==> config.mk <==
export PLATFORM = sky130hd
export DESIGN_NAME = tmms_top
export DESIGN_NICKNAME = d
export VERILOG_FILES = /design/src/common/tmms_pkg.sv /design/src/hdl/tmms_debounce.sv /design/src/hdl/tmms_top.sv
export VERILOG_INCLUDE_DIRS = /design/src /design/src/common
export SDC_FILE = /design/constraint.sdc
export NUM_CORES = 1
export LEC_CHECK = 0
export BUFFER_PORTS_ARGS = -buffer_cell sky130_fd_sc_hd__clkbuf_2
export CORE_MARGIN = 4
export CORE_UTILIZATION = 49
export DETAILED_ROUTE_END_ITERATION = 10
export PLACE_DENSITY = 0.78
export SYNTH_ARGS = -nofsm -noshare
export SYNTH_HDL_FRONTEND = slang
export SYNTH_SLANG_ARGS = --single-unit
==> constraint.sdc <==
create_clock -name core_clk -period 2.4 [get_ports core_clk]
set_input_delay 0.48 -clock core_clk [delete_from_list [all_inputs] [get_ports core_clk]]
set_output_delay 0.48 -clock core_clk [all_outputs]
set_load 0.02 [all_outputs]
==> src/common/tmms_consts.svh <==
// Purpose: Constants for the thermal monitor and analog mux select block
// Assumes: 40 MHz core clock
// Notes:   Times kept in their own units, cycle counts derived
`ifndef TMMS_CONSTS_SVH
`define TMMS_CONSTS_SVH

`define TMMS_CLK_MHZ          40
`define TMMS_NUM_WARN         6
`define TMMS_NUM_SENSORS      8
`define TMMS_WARN_80C         8'h50
`define TMMS_WARN_95C         8'h5F
`define TMMS_WARN_110C        8'h6E
`define TMMS_WARN_125C        8'h7D
`define TMMS_WARN_140C        8'h8C
`define TMMS_WARN_155C        8'h9B
`define TMMS_SD_165C          8'hA5
`define TMMS_WARN_HYS_C       8'h05
`define TMMS_SD_HYS_C         8'h0F
`define TMMS_DEBOUNCE_US      10
`define TMMS_DEBOUNCE_CYC     (`TMMS_DEBOUNCE_US * `TMMS_CLK_MHZ)
`define TMMS_WINDOW_US        450
`define TMMS_WINDOW_CYC       (`TMMS_WINDOW_US * `TMMS_CLK_MHZ)
`define TMMS_INTERVAL_US      3000
`define TMMS_INTERVAL_CYC     (`TMMS_INTERVAL_US * `TMMS_CLK_MHZ)

`define TMMS_SEL_OFF          5'h00
`define TMMS_SEL_INPUT        5'h01
`define TMMS_SEL_BACKUP       5'h02
`define TMMS_SEL_COIN         5'h03
`define TMMS_SEL_BUCK1        5'h04
`define TMMS_SEL_BUCK2        5'h05
`define TMMS_SEL_BUCK5        5'h08
`define TMMS_SEL_BUCK6        5'h09
`define TMMS_SEL_BUCK7        5'h0A
`define TMMS_SEL_LDO1         5'h0B
`define TMMS_SEL_LDO2         5'h0C
`define TMMS_SEL_LDO3         5'h0D
`define TMMS_SEL_TEMP_CENTRE  5'h0F
`define TMMS_SEL_TEMP_BUCK1   5'h10
`define TMMS_SEL_TEMP_BUCK2   5'h11
`define TMMS_SEL_TEMP_BUCK5   5'h14
`define TMMS_SEL_TEMP_BUCK6   5'h15
`define TMMS_SEL_TEMP_BUCK7   5'h16
`define TMMS_SEL_TEMP_LDO12   5'h17
`define TMMS_SEL_TEMP_LDO3    5'h18

`endif

==> src/common/tmms_pkg.sv <==
// Purpose: Types for the thermal monitor and analog mux select block
// Assumes: Constants come from tmms_consts.svh
// Notes:   None
package tmms_pkg;
  // Monitor power sequencer states
  typedef enum logic [1:0] {
    TMMS_MON_OFF   = 2'b00,
    TMMS_MON_ON    = 2'b01,
    TMMS_MON_SLEEP = 2'b11
  } tmms_mon_state_t;

  // Routed analog source
  typedef enum logic [4:0] {
    TMMS_SRC_NONE        = 5'h00,
    TMMS_SRC_INPUT       = 5'h01,
    TMMS_SRC_BACKUP      = 5'h02,
    TMMS_SRC_COIN        = 5'h03,
    TMMS_SRC_BUCK1       = 5'h04,
    TMMS_SRC_BUCK2       = 5'h05,
    TMMS_SRC_BUCK5       = 5'h06,
    TMMS_SRC_BUCK6       = 5'h07,
    TMMS_SRC_BUCK7       = 5'h08,
    TMMS_SRC_LDO1        = 5'h09,
    TMMS_SRC_LDO2        = 5'h0A,
    TMMS_SRC_LDO3        = 5'h0B,
    TMMS_SRC_TEMP_CENTRE = 5'h0C,
    TMMS_SRC_TEMP_BUCK1  = 5'h0D,
    TMMS_SRC_TEMP_BUCK2  = 5'h0E,
    TMMS_SRC_TEMP_BUCK5  = 5'h0F,
    TMMS_SRC_TEMP_BUCK6  = 5'h10,
    TMMS_SRC_TEMP_BUCK7  = 5'h11,
    TMMS_SRC_TEMP_LDO12  = 5'h12,
    TMMS_SRC_TEMP_LDO3   = 5'h13
  } tmms_src_t;
endpackage

==> src/hdl/tmms_debounce.sv <==
// Purpose: Debounces one comparator level in both directions
// Assumes: Input already synchronous to core_clk
// Notes:   Count clears to zero while sample_en is low
`timescale 1ns/10ps
`default_nettype none
`include "tmms_consts.svh"

module tmms_debounce (
  input  wire logic core_clk,
  input  wire logic reset,
  input  wire logic sample_en,
  input  wire logic raw_level,
  output logic      stable_level
);
  localparam int unsigned DB_CYC = `TMMS_DEBOUNCE_CYC;

  logic        level_reg;
  logic        level_next;
  logic [8:0]  count_reg;
  logic [8:0]  count_next;

  always_comb begin
    level_next = level_reg;
    count_next = count_reg;
    if (!sample_en) begin
      count_next = 9'h000;
    end else if (raw_level == level_reg) begin
      count_next = 9'h000;
    end else if (count_reg == 9'(DB_CYC - 1)) begin
      level_next = raw_level;
      count_next = 9'h000;
    end else begin
      count_next = count_reg + 9'h001;
    end
  end

  always_ff @(posedge core_clk) begin
    if (reset) begin
      level_reg <= 1'b0;
      count_reg <= 9'h000;
    end else begin
      level_reg <= level_next;
      count_reg <= count_next;
    end
  end

  assign stable_level = level_reg;
endmodule // tmms_debounce
`default_nettype wire

==> src/hdl/tmms_top.sv <==
// Purpose: Thermal warning and shutdown logic plus analog mux select
// Assumes: Temperatures arrive as unsigned degrees C from an ADC
// Notes:   Control bits are plain ports, already on core_clk
`timescale 1ns/10ps
`default_nettype none
`include "tmms_consts.svh"

module tmms_top (
  input  wire logic        core_clk,
  input  wire logic        reset,
  input  wire logic [7:0]  die_centre_temp,
  input  wire logic [7:0]  observe_temp [8],
  input  wire logic        system_on,
  input  wire logic        standby,
  input  wire logic        temp_monitor_enable,
  input  wire logic        temp_monitor_always_on,
  input  wire logic [5:0]  thermal_warn_mask,
  input  wire logic [5:0]  thermal_warn_clear,
  input  wire logic        analog_mux_enable,
  input  wire logic [4:0]  analog_mux_channel_select,
  output logic             monitor_power,
  output logic [5:0]       thermal_threshold_sense,
  output logic [5:0]       thermal_warn_irq_flag,
  output logic             thermal_shutdown,
  output logic             interrupt_out_n,
  output logic             analog_mux_active,
  output logic             analog_mux_pulldown,
  output logic             analog_mux_reserved,
  output logic [4:0]       analog_mux_source,
  output logic [7:0]       selected_sensor_temp
);
  localparam int unsigned WIN_CYC = `TMMS_WINDOW_CYC;
  localparam int unsigned INT_CYC = `TMMS_INTERVAL_CYC;

  // Selector decode, shared by routing and reserved flag
  function automatic tmms_pkg::tmms_src_t tmms_decode(input logic [4:0] sel);
    tmms_pkg::tmms_src_t src;
    src = tmms_pkg::TMMS_SRC_NONE;
    unique case (sel)
      `TMMS_SEL_INPUT:       src = tmms_pkg::TMMS_SRC_INPUT;
      `TMMS_SEL_BACKUP:      src = tmms_pkg::TMMS_SRC_BACKUP;
      `TMMS_SEL_COIN:        src = tmms_pkg::TMMS_SRC_COIN;
      `TMMS_SEL_BUCK1:       src = tmms_pkg::TMMS_SRC_BUCK1;
      `TMMS_SEL_BUCK2:       src = tmms_pkg::TMMS_SRC_BUCK2;
      `TMMS_SEL_BUCK5:       src = tmms_pkg::TMMS_SRC_BUCK5;
      `TMMS_SEL_BUCK6:       src = tmms_pkg::TMMS_SRC_BUCK6;
      `TMMS_SEL_BUCK7:       src = tmms_pkg::TMMS_SRC_BUCK7;
      `TMMS_SEL_LDO1:        src = tmms_pkg::TMMS_SRC_LDO1;
      `TMMS_SEL_LDO2:        src = tmms_pkg::TMMS_SRC_LDO2;
      `TMMS_SEL_LDO3:        src = tmms_pkg::TMMS_SRC_LDO3;
      `TMMS_SEL_TEMP_CENTRE: src = tmms_pkg::TMMS_SRC_TEMP_CENTRE;
      `TMMS_SEL_TEMP_BUCK1:  src = tmms_pkg::TMMS_SRC_TEMP_BUCK1;
      `TMMS_SEL_TEMP_BUCK2:  src = tmms_pkg::TMMS_SRC_TEMP_BUCK2;
      `TMMS_SEL_TEMP_BUCK5:  src = tmms_pkg::TMMS_SRC_TEMP_BUCK5;
      `TMMS_SEL_TEMP_BUCK6:  src = tmms_pkg::TMMS_SRC_TEMP_BUCK6;
      `TMMS_SEL_TEMP_BUCK7:  src = tmms_pkg::TMMS_SRC_TEMP_BUCK7;
      `TMMS_SEL_TEMP_LDO12:  src = tmms_pkg::TMMS_SRC_TEMP_LDO12;
      `TMMS_SEL_TEMP_LDO3:   src = tmms_pkg::TMMS_SRC_TEMP_LDO3;
      default:               src = tmms_pkg::TMMS_SRC_NONE;
    endcase
    return src;
  endfunction

  // Sensor index for a temperature source, 8 when not a sensor
  function automatic logic [3:0] tmms_sensor_idx(
    input tmms_pkg::tmms_src_t src);
    logic [3:0] idx;
    idx = 4'h8;
    if (src >= tmms_pkg::TMMS_SRC_TEMP_CENTRE) begin
      idx = 4'(src - tmms_pkg::TMMS_SRC_TEMP_CENTRE);
    end
    return idx;
  endfunction

  localparam logic [7:0] WARN_LEVEL [6] = '{
    `TMMS_WARN_80C, `TMMS_WARN_95C, `TMMS_WARN_110C,
    `TMMS_WARN_125C, `TMMS_WARN_140C, `TMMS_WARN_155C};

  // Monitor power sequencer
  tmms_pkg::tmms_mon_state_t mon_state_reg;
  tmms_pkg::tmms_mon_state_t mon_state_next;
  logic [16:0] phase_reg;
  logic [16:0] phase_next;
  logic        sampling;
  logic        continuous;
  logic        mon_active;

  always_comb begin
    continuous = system_on && !standby && temp_monitor_always_on;
    sampling   = standby || !temp_monitor_always_on;
    mon_state_next = mon_state_reg;
    phase_next     = phase_reg;
    unique case (mon_state_reg)
      tmms_pkg::TMMS_MON_OFF: begin
        phase_next = 17'h00000;
        if (temp_monitor_enable && (system_on || standby)) begin
          mon_state_next = tmms_pkg::TMMS_MON_ON;
        end
      end
      tmms_pkg::TMMS_MON_ON: begin
        phase_next = phase_reg + 17'h00001;
        if (!temp_monitor_enable || !(system_on || standby)) begin
          mon_state_next = tmms_pkg::TMMS_MON_OFF;
        end else if (continuous) begin
          phase_next = 17'h00000;
        end else if (sampling && phase_reg == 17'(WIN_CYC - 1)) begin
          mon_state_next = tmms_pkg::TMMS_MON_SLEEP;
        end
      end
      tmms_pkg::TMMS_MON_SLEEP: begin
        phase_next = phase_reg + 17'h00001;
        if (!temp_monitor_enable || !(system_on || standby)) begin
          mon_state_next = tmms_pkg::TMMS_MON_OFF;
        end else if (continuous || phase_reg == 17'(INT_CYC - 1)) begin
          mon_state_next = tmms_pkg::TMMS_MON_ON;
          phase_next     = 17'h00000;
        end
      end
      default: begin
        mon_state_next = tmms_pkg::TMMS_MON_OFF;
        phase_next     = 17'h00000;
      end
    endcase
  end

  always_ff @(posedge core_clk) begin
    if (reset) begin
      mon_state_reg <= tmms_pkg::TMMS_MON_OFF;
      phase_reg     <= 17'h00000;
    end else begin
      mon_state_reg <= mon_state_next;
      phase_reg     <= phase_next;
    end
  end

  assign mon_active = (mon_state_reg == tmms_pkg::TMMS_MON_ON);

  // Comparators with falling hysteresis, centre sensor only
  logic [6:0] cmp_raw;
  logic [6:0] cmp_stable;

  always_comb begin
    for (int i = 0; i < 6; i++) begin
      if (cmp_stable[i]) begin
        cmp_raw[i] = die_centre_temp >
          (WARN_LEVEL[i] - `TMMS_WARN_HYS_C);
      end else begin
        cmp_raw[i] = die_centre_temp >= WARN_LEVEL[i];
      end
    end
    if (cmp_stable[6]) begin
      cmp_raw[6] = die_centre_temp >
        (`TMMS_SD_165C - `TMMS_SD_HYS_C);
    end else begin
      cmp_raw[6] = die_centre_temp >= `TMMS_SD_165C;
    end
  end

  for (genvar g = 0; g < 7; g++) begin : g_db
    tmms_debounce u_db (
      .core_clk     (core_clk),
      .reset        (reset),
      .sample_en    (mon_active),
      .raw_level    (cmp_raw[g]),
      .stable_level (cmp_stable[g])
    );
  end

  // Flags, sense, shutdown and interrupt
  logic [5:0] sense_reg;
  logic [5:0] sense_next;
  logic [5:0] flag_reg;
  logic [5:0] flag_next;
  logic       sd_reg;
  logic       sd_next;
  logic       irq_n_reg;
  logic       irq_n_next;
  logic [5:0] rise;

  always_comb begin
    sense_next = cmp_stable[5:0];
    rise       = cmp_stable[5:0] & ~sense_reg;
    flag_next  = (flag_reg & ~thermal_warn_clear) | rise;
    sd_next    = cmp_stable[6];
    irq_n_next = ~|(flag_next & ~thermal_warn_mask);
  end

  always_ff @(posedge core_clk) begin
    if (reset) begin
      sense_reg <= 6'h00;
      flag_reg  <= 6'h00;
      sd_reg    <= 1'b0;
      irq_n_reg <= 1'b1;
    end else begin
      sense_reg <= sense_next;
      flag_reg  <= flag_next;
      sd_reg    <= sd_next;
      irq_n_reg <= irq_n_next;
    end
  end

  // Analog mux select
  tmms_pkg::tmms_src_t src_dec;
  logic [4:0] src_reg;
  logic [4:0] src_next;
  logic       act_reg;
  logic       act_next;
  logic       pd_reg;
  logic       pd_next;
  logic       rsv_reg;
  logic       rsv_next;
  logic [7:0] obs_reg;
  logic [7:0] obs_next;
  logic [3:0] sidx;

  always_comb begin
    src_dec  = tmms_decode(analog_mux_channel_select);
    sidx     = tmms_sensor_idx(src_dec);
    pd_next  = !analog_mux_enable || !system_on;
    act_next = analog_mux_enable && system_on &&
               (src_dec != tmms_pkg::TMMS_SRC_NONE);
    rsv_next = analog_mux_enable &&
               (analog_mux_channel_select != `TMMS_SEL_OFF) &&
               (src_dec == tmms_pkg::TMMS_SRC_NONE);
    src_next = act_next ? 5'(src_dec) : 5'(tmms_pkg::TMMS_SRC_NONE);
    obs_next = (act_next && sidx < 4'h8) ?
               observe_temp[sidx[2:0]] : 8'h00;
  end

  always_ff @(posedge core_clk) begin
    if (reset) begin
      src_reg <= 5'h00;
      act_reg <= 1'b0;
      pd_reg  <= 1'b1;
      rsv_reg <= 1'b0;
      obs_reg <= 8'h00;
    end else begin
      src_reg <= src_next;
      act_reg <= act_next;
      pd_reg  <= pd_next;
      rsv_reg <= rsv_next;
      obs_reg <= obs_next;
    end
  end

  logic mon_pwr_reg;
  always_ff @(posedge core_clk) begin
    if (reset) begin
      mon_pwr_reg <= 1'b0;
    end else begin
      mon_pwr_reg <= (mon_state_next == tmms_pkg::TMMS_MON_ON);
    end
  end

  assign monitor_power           = mon_pwr_reg;
  assign thermal_threshold_sense = sense_reg;
  assign thermal_warn_irq_flag   = flag_reg;
  assign thermal_shutdown        = sd_reg;
  assign interrupt_out_n         = irq_n_reg;
  assign analog_mux_active       = act_reg;
  assign analog_mux_pulldown     = pd_reg;
  assign analog_mux_reserved     = rsv_reg;
  assign analog_mux_source       = src_reg;
  assign selected_sensor_temp    = obs_reg;

  // Assertions
  irq_follows_flag_a: assert property (
    @(posedge core_clk) disable iff (reset)
    ((flag_reg & ~$past(thermal_warn_mask)) != 6'h00) |-> !interrupt_out_n)
    else $error("interrupt not asserted for unmasked flag");

  flag_sticky_a: assert property (
    @(posedge core_clk) disable iff (reset)
    ($past(flag_reg[0]) && !$past(thermal_warn_clear[0])) |-> flag_reg[0])
    else $error("flag dropped without clear");

  sense_held_a: assert property (
    @(posedge core_clk) disable iff (reset)
    (!mon_active && !$past(mon_active)) |=> $stable(sense_reg))
    else $error("sense changed while monitor off");

  mux_pulldown_a: assert property (
    @(posedge core_clk) disable iff (reset)
    !analog_mux_enable |=> (analog_mux_pulldown && !analog_mux_active))
    else $error("mux not pulled down when disabled");

  sel_zero_hiz_a: assert property (
    @(posedge core_clk) disable iff (reset)
    (analog_mux_enable && system_on && analog_mux_channel_select == 5'h00)
    |=> (!analog_mux_active && !analog_mux_pulldown))
    else $error("selector zero not high impedance");

  window_len_a: assert property (
    @(posedge core_clk) disable iff (reset)
    $rose(mon_active) && !continuous |-> mon_active[*8])
    else $error("sampling window too short");

  monitor_off_a: assert property (
    @(posedge core_clk) disable iff (reset)
    !temp_monitor_enable |=> !mon_active)
    else $error("monitor active while disabled");

  always_on_a: assert property (
    @(posedge core_clk) disable iff (reset)
    (continuous && temp_monitor_enable && mon_active) |=> mon_active)
    else $error("always-on monitor dropped");

  shutdown_src_a: assert property (
    @(posedge core_clk) disable iff (reset)
    $rose(thermal_shutdown) |-> $past(cmp_stable[6]))
    else $error("shutdown without debounced crossing");
endmodule // tmms_top
`default_nettype wire

==> metrics.cfg <==
[worst_setup_path]
worst_path_most_repeated_cell = ha_2
ws_path_type = input port to flop
worst-endpoint-required_ns = 2.74
timing.critical_path.from_type = input port
crit_path_top_delay_cell = mux2_2
slowest_delay_ns = 0.34
endpoint_kind = flop
setup.reg_to_reg.worst_slack_ns = 0.33
cp_data_arrival_time_ns = 2.65
crit_fanout = 7
crit_family = compound AO/OA/AOI/OAI gates
cp.buffers_inverters = 2
cp_cell_sequence = clkbuf_2 > ha_2 > nor2b_1 > o21ai_0 > o21bai_2 > ha_2 > nand2_1 > o211ai_1 > o211a_1 > buf_12 > mux2_2 > o2bb2ai_2

[global_route]
grt_start_max_net_pins = 25
antenna_found_initial = 0
grt.total_usage = 0.205
grt_pass1_wl_um = 23900
grt_pass1_vias = 5395
globalRouteOverflowTotal = 0

[synth]
synth_top_family_by_area = simple AND/OR/NAND/NOR gates
postSynth.topFlopCell = dfxtp_1
synth.cell_area_sq_um = 5860
netlist_instances = 660
syn-num-nets = 770
synth_sequential_area_ratio = 0.410
postSynthRegisterBits = 120
async_flop_share = 0
muxShareOfSynthArea = 0.0747
adder_cell_share_of_the_synthesized_area = 0.0299
simple_gate_share_of_the_synthesized_area = 0.233
synthesis.area_per_instance_sq_um = 8.88
ys.warnings.count = 0
synth-edff-count = 0
synth_compound_area_frac = 0.112
ys_types = 72
post_synth_xor_area_fraction = 0.0956

[place]
placed_cells = 950
port_buffers = 126
hpwl_um = 10600
placed_cell_area_sq_um = 6900
globalplace.congestion = 0.896

[sta]
final_hold_viol_count = 0
timing.max_slew.rel_slack = 0.529
setup-violations-final = 0
max_freq_ghz = 0.433
period_minus_slack_ns = 2.31
finalMaxSlewViolations = 0
totalNegativeSetupSlack_ns = 0
worst_tran_pin_value_ns = 0.704
layout_worst_path_cycle_share = 0.962
timing.clock.skew_ns = 0.00917

[route]
final_routed_wire_length_divided_by_cell_count_um = 14.4
route.vias.total = 5279
route.final.wire_length_um = 14100
via_per_inst = 5.37
first_iter_violations = 247
detail-route-antenna-nets = 0
detailed_router_iteration_count_before_antenna_repair = 5
drc = 0

[cells_and_area]
finalInstanceArea_sq_um = 7560
layout_common_cells = nor2_1 (127), clkbuf_2 (125), dfxtp_1 (120)
final_cells = 983
largest_register_ff_count = 63
num_antenna_cells = 0
final_layout_size_suffix_gt1_frac = 0.283
postLayoutCoreUtil = 0.653
area_growth_syn_to_layout_pct = 28.9
final_nets = 937
final.fill_count = 917
mostFrequentLayoutCell = nor2_1

[cts]
tritoncts = built
post_cts_setup_buffer_count = 0
insertion_delay_ns = 0.41
sink_count = 120
cts_inserted_buffers = 17
cts.clk_slew.worst_paths_ns = 0.06
clock_path_buffers = 2
root_buffer = clkbuf_16
clock_tree.htree_level_count = 4

[power_and_ir_drop]
power.ir.vdd_worst_mv = 0.458
p_leak_nw = 3.13
power.density_nw_per_um2 = 662

[status]
outcome = finished clean

[floorplan]
num_io_pins = 127
die_width_um = 117
floorplan.initialDensity = 0.507
core_region_area_sq_um = 11600
die-area_sq_um = 13800
placementRows = 39
die_y_um = 117

[job]
cap_violations = 0

[min_path]
hold_path_class = input port to flop

## cells by family after synthesis
| group | Yosys count |
|---|---|
| buf+inv | 49 |
| flops | 120 |
| xor+xnor | 64 |
| fa+ha+maj | 14 |
| compound gates | 88 |
| mux | 42 |
| simple gates | 283 |
## cell usage after synthesis, drive strengths merged (5+ instances only)
master | count | area share
nor4b | 6 | 0.010
mux2i | 34 | 0.058
nor3 | 10 | 0.0085
buf | 10 | 0.016
o21ai | 14 | 0.013
xor2 | 27 | 0.040
inv | 31 | 0.020
nor2b | 10 | 0.011
a21oi | 15 | 0.013
o2bb2ai | 8 | 0.014
mux2 | 8 | 0.017
dfxtp | 120 | 0.41
o22ai | 12 | 0.013
and4 | 5 | 0.0075
nand4 | 7 | 0.0075
and3 | 18 | 0.019
clkbuf | 8 | 0.0088
ha | 14 | 0.030
nand2b | 5 | 0.0053
nor2 | 127 | 0.081
nand2 | 39 | 0.025
a22oi | 5 | 0.0064
xnor2 | 37 | 0.055
nand3 | 35 | 0.031
o31ai | 5 | 0.0073
## worst min-delay path: stages
cell	delay, ns
clkbuf_2	0.08
inv_1	0.04
a2bb2oi_1	0.07
nor2_1	0.08
## where the power goes
group	total, mW	internal [mW]	switching (mW)
clock	2.54	1.65	0.893
sequential	2.01	2.01	0.00634
combinational	0.454	0.226	0.228
## metal layers
metal,up-vias,routed length [um],track usage
met5,-,0,0
met4,0,344,0.0953
met3,31,702,0.0510
met2,158,7330,0.372
met1,2463,5770,0.225
li1,2627,-,-
## path summary, 6_finish.rpt
kind | start | to | cells after the start
setup / recovery | analog_mux_channel_select[1] | selected_sensor_temp[0] | 12
hold / removal | thermal_warn_clear[1] | thermal_warn_irq_flag[1] | 4
setup reg to reg | phase_reg[0] | phase_reg[8] | 6
hold reg to reg | g_db[5].u_db.count_reg[0] | g_db[5].u_db.count_reg[0] | 1
## final cells by class
cell class	instances	area, sq um	share of cell area
Inverter	31	121	0.0161
Tap cell	143	179	0.0237
Clock buffer	19	443	0.0586
Timing Repair Buffer	166	988	0.131
Sequential cell	120	2400	0.318
Multi-Input combinational cell	491	3270	0.433
Clock inverter	13	154	0.0204
## per-stage QoR
step | power, mW | worst slack [ns] | hold WS (ns)
after global routing | 5.18 | -0.0415 | 0.403
after CTS | 5.03 | 0.0876 | 0.363
final | 5.01 | 0.0905 | 0.381
after floorplan | 2.30 | 0.00122 | 0.413
after global placement | 2.48 | -0.208 | 0.421
after detailed placement | 2.49 | -0.328 | 0.439
## timing repair
item | 4_1_cts | 5_1_grt
endpoints found under the setup margin | 0 | 6
resized for setup | 0 | 9
hold buffers | 0 | 0
No activity file was read; power rests on OpenSTA's default activity.
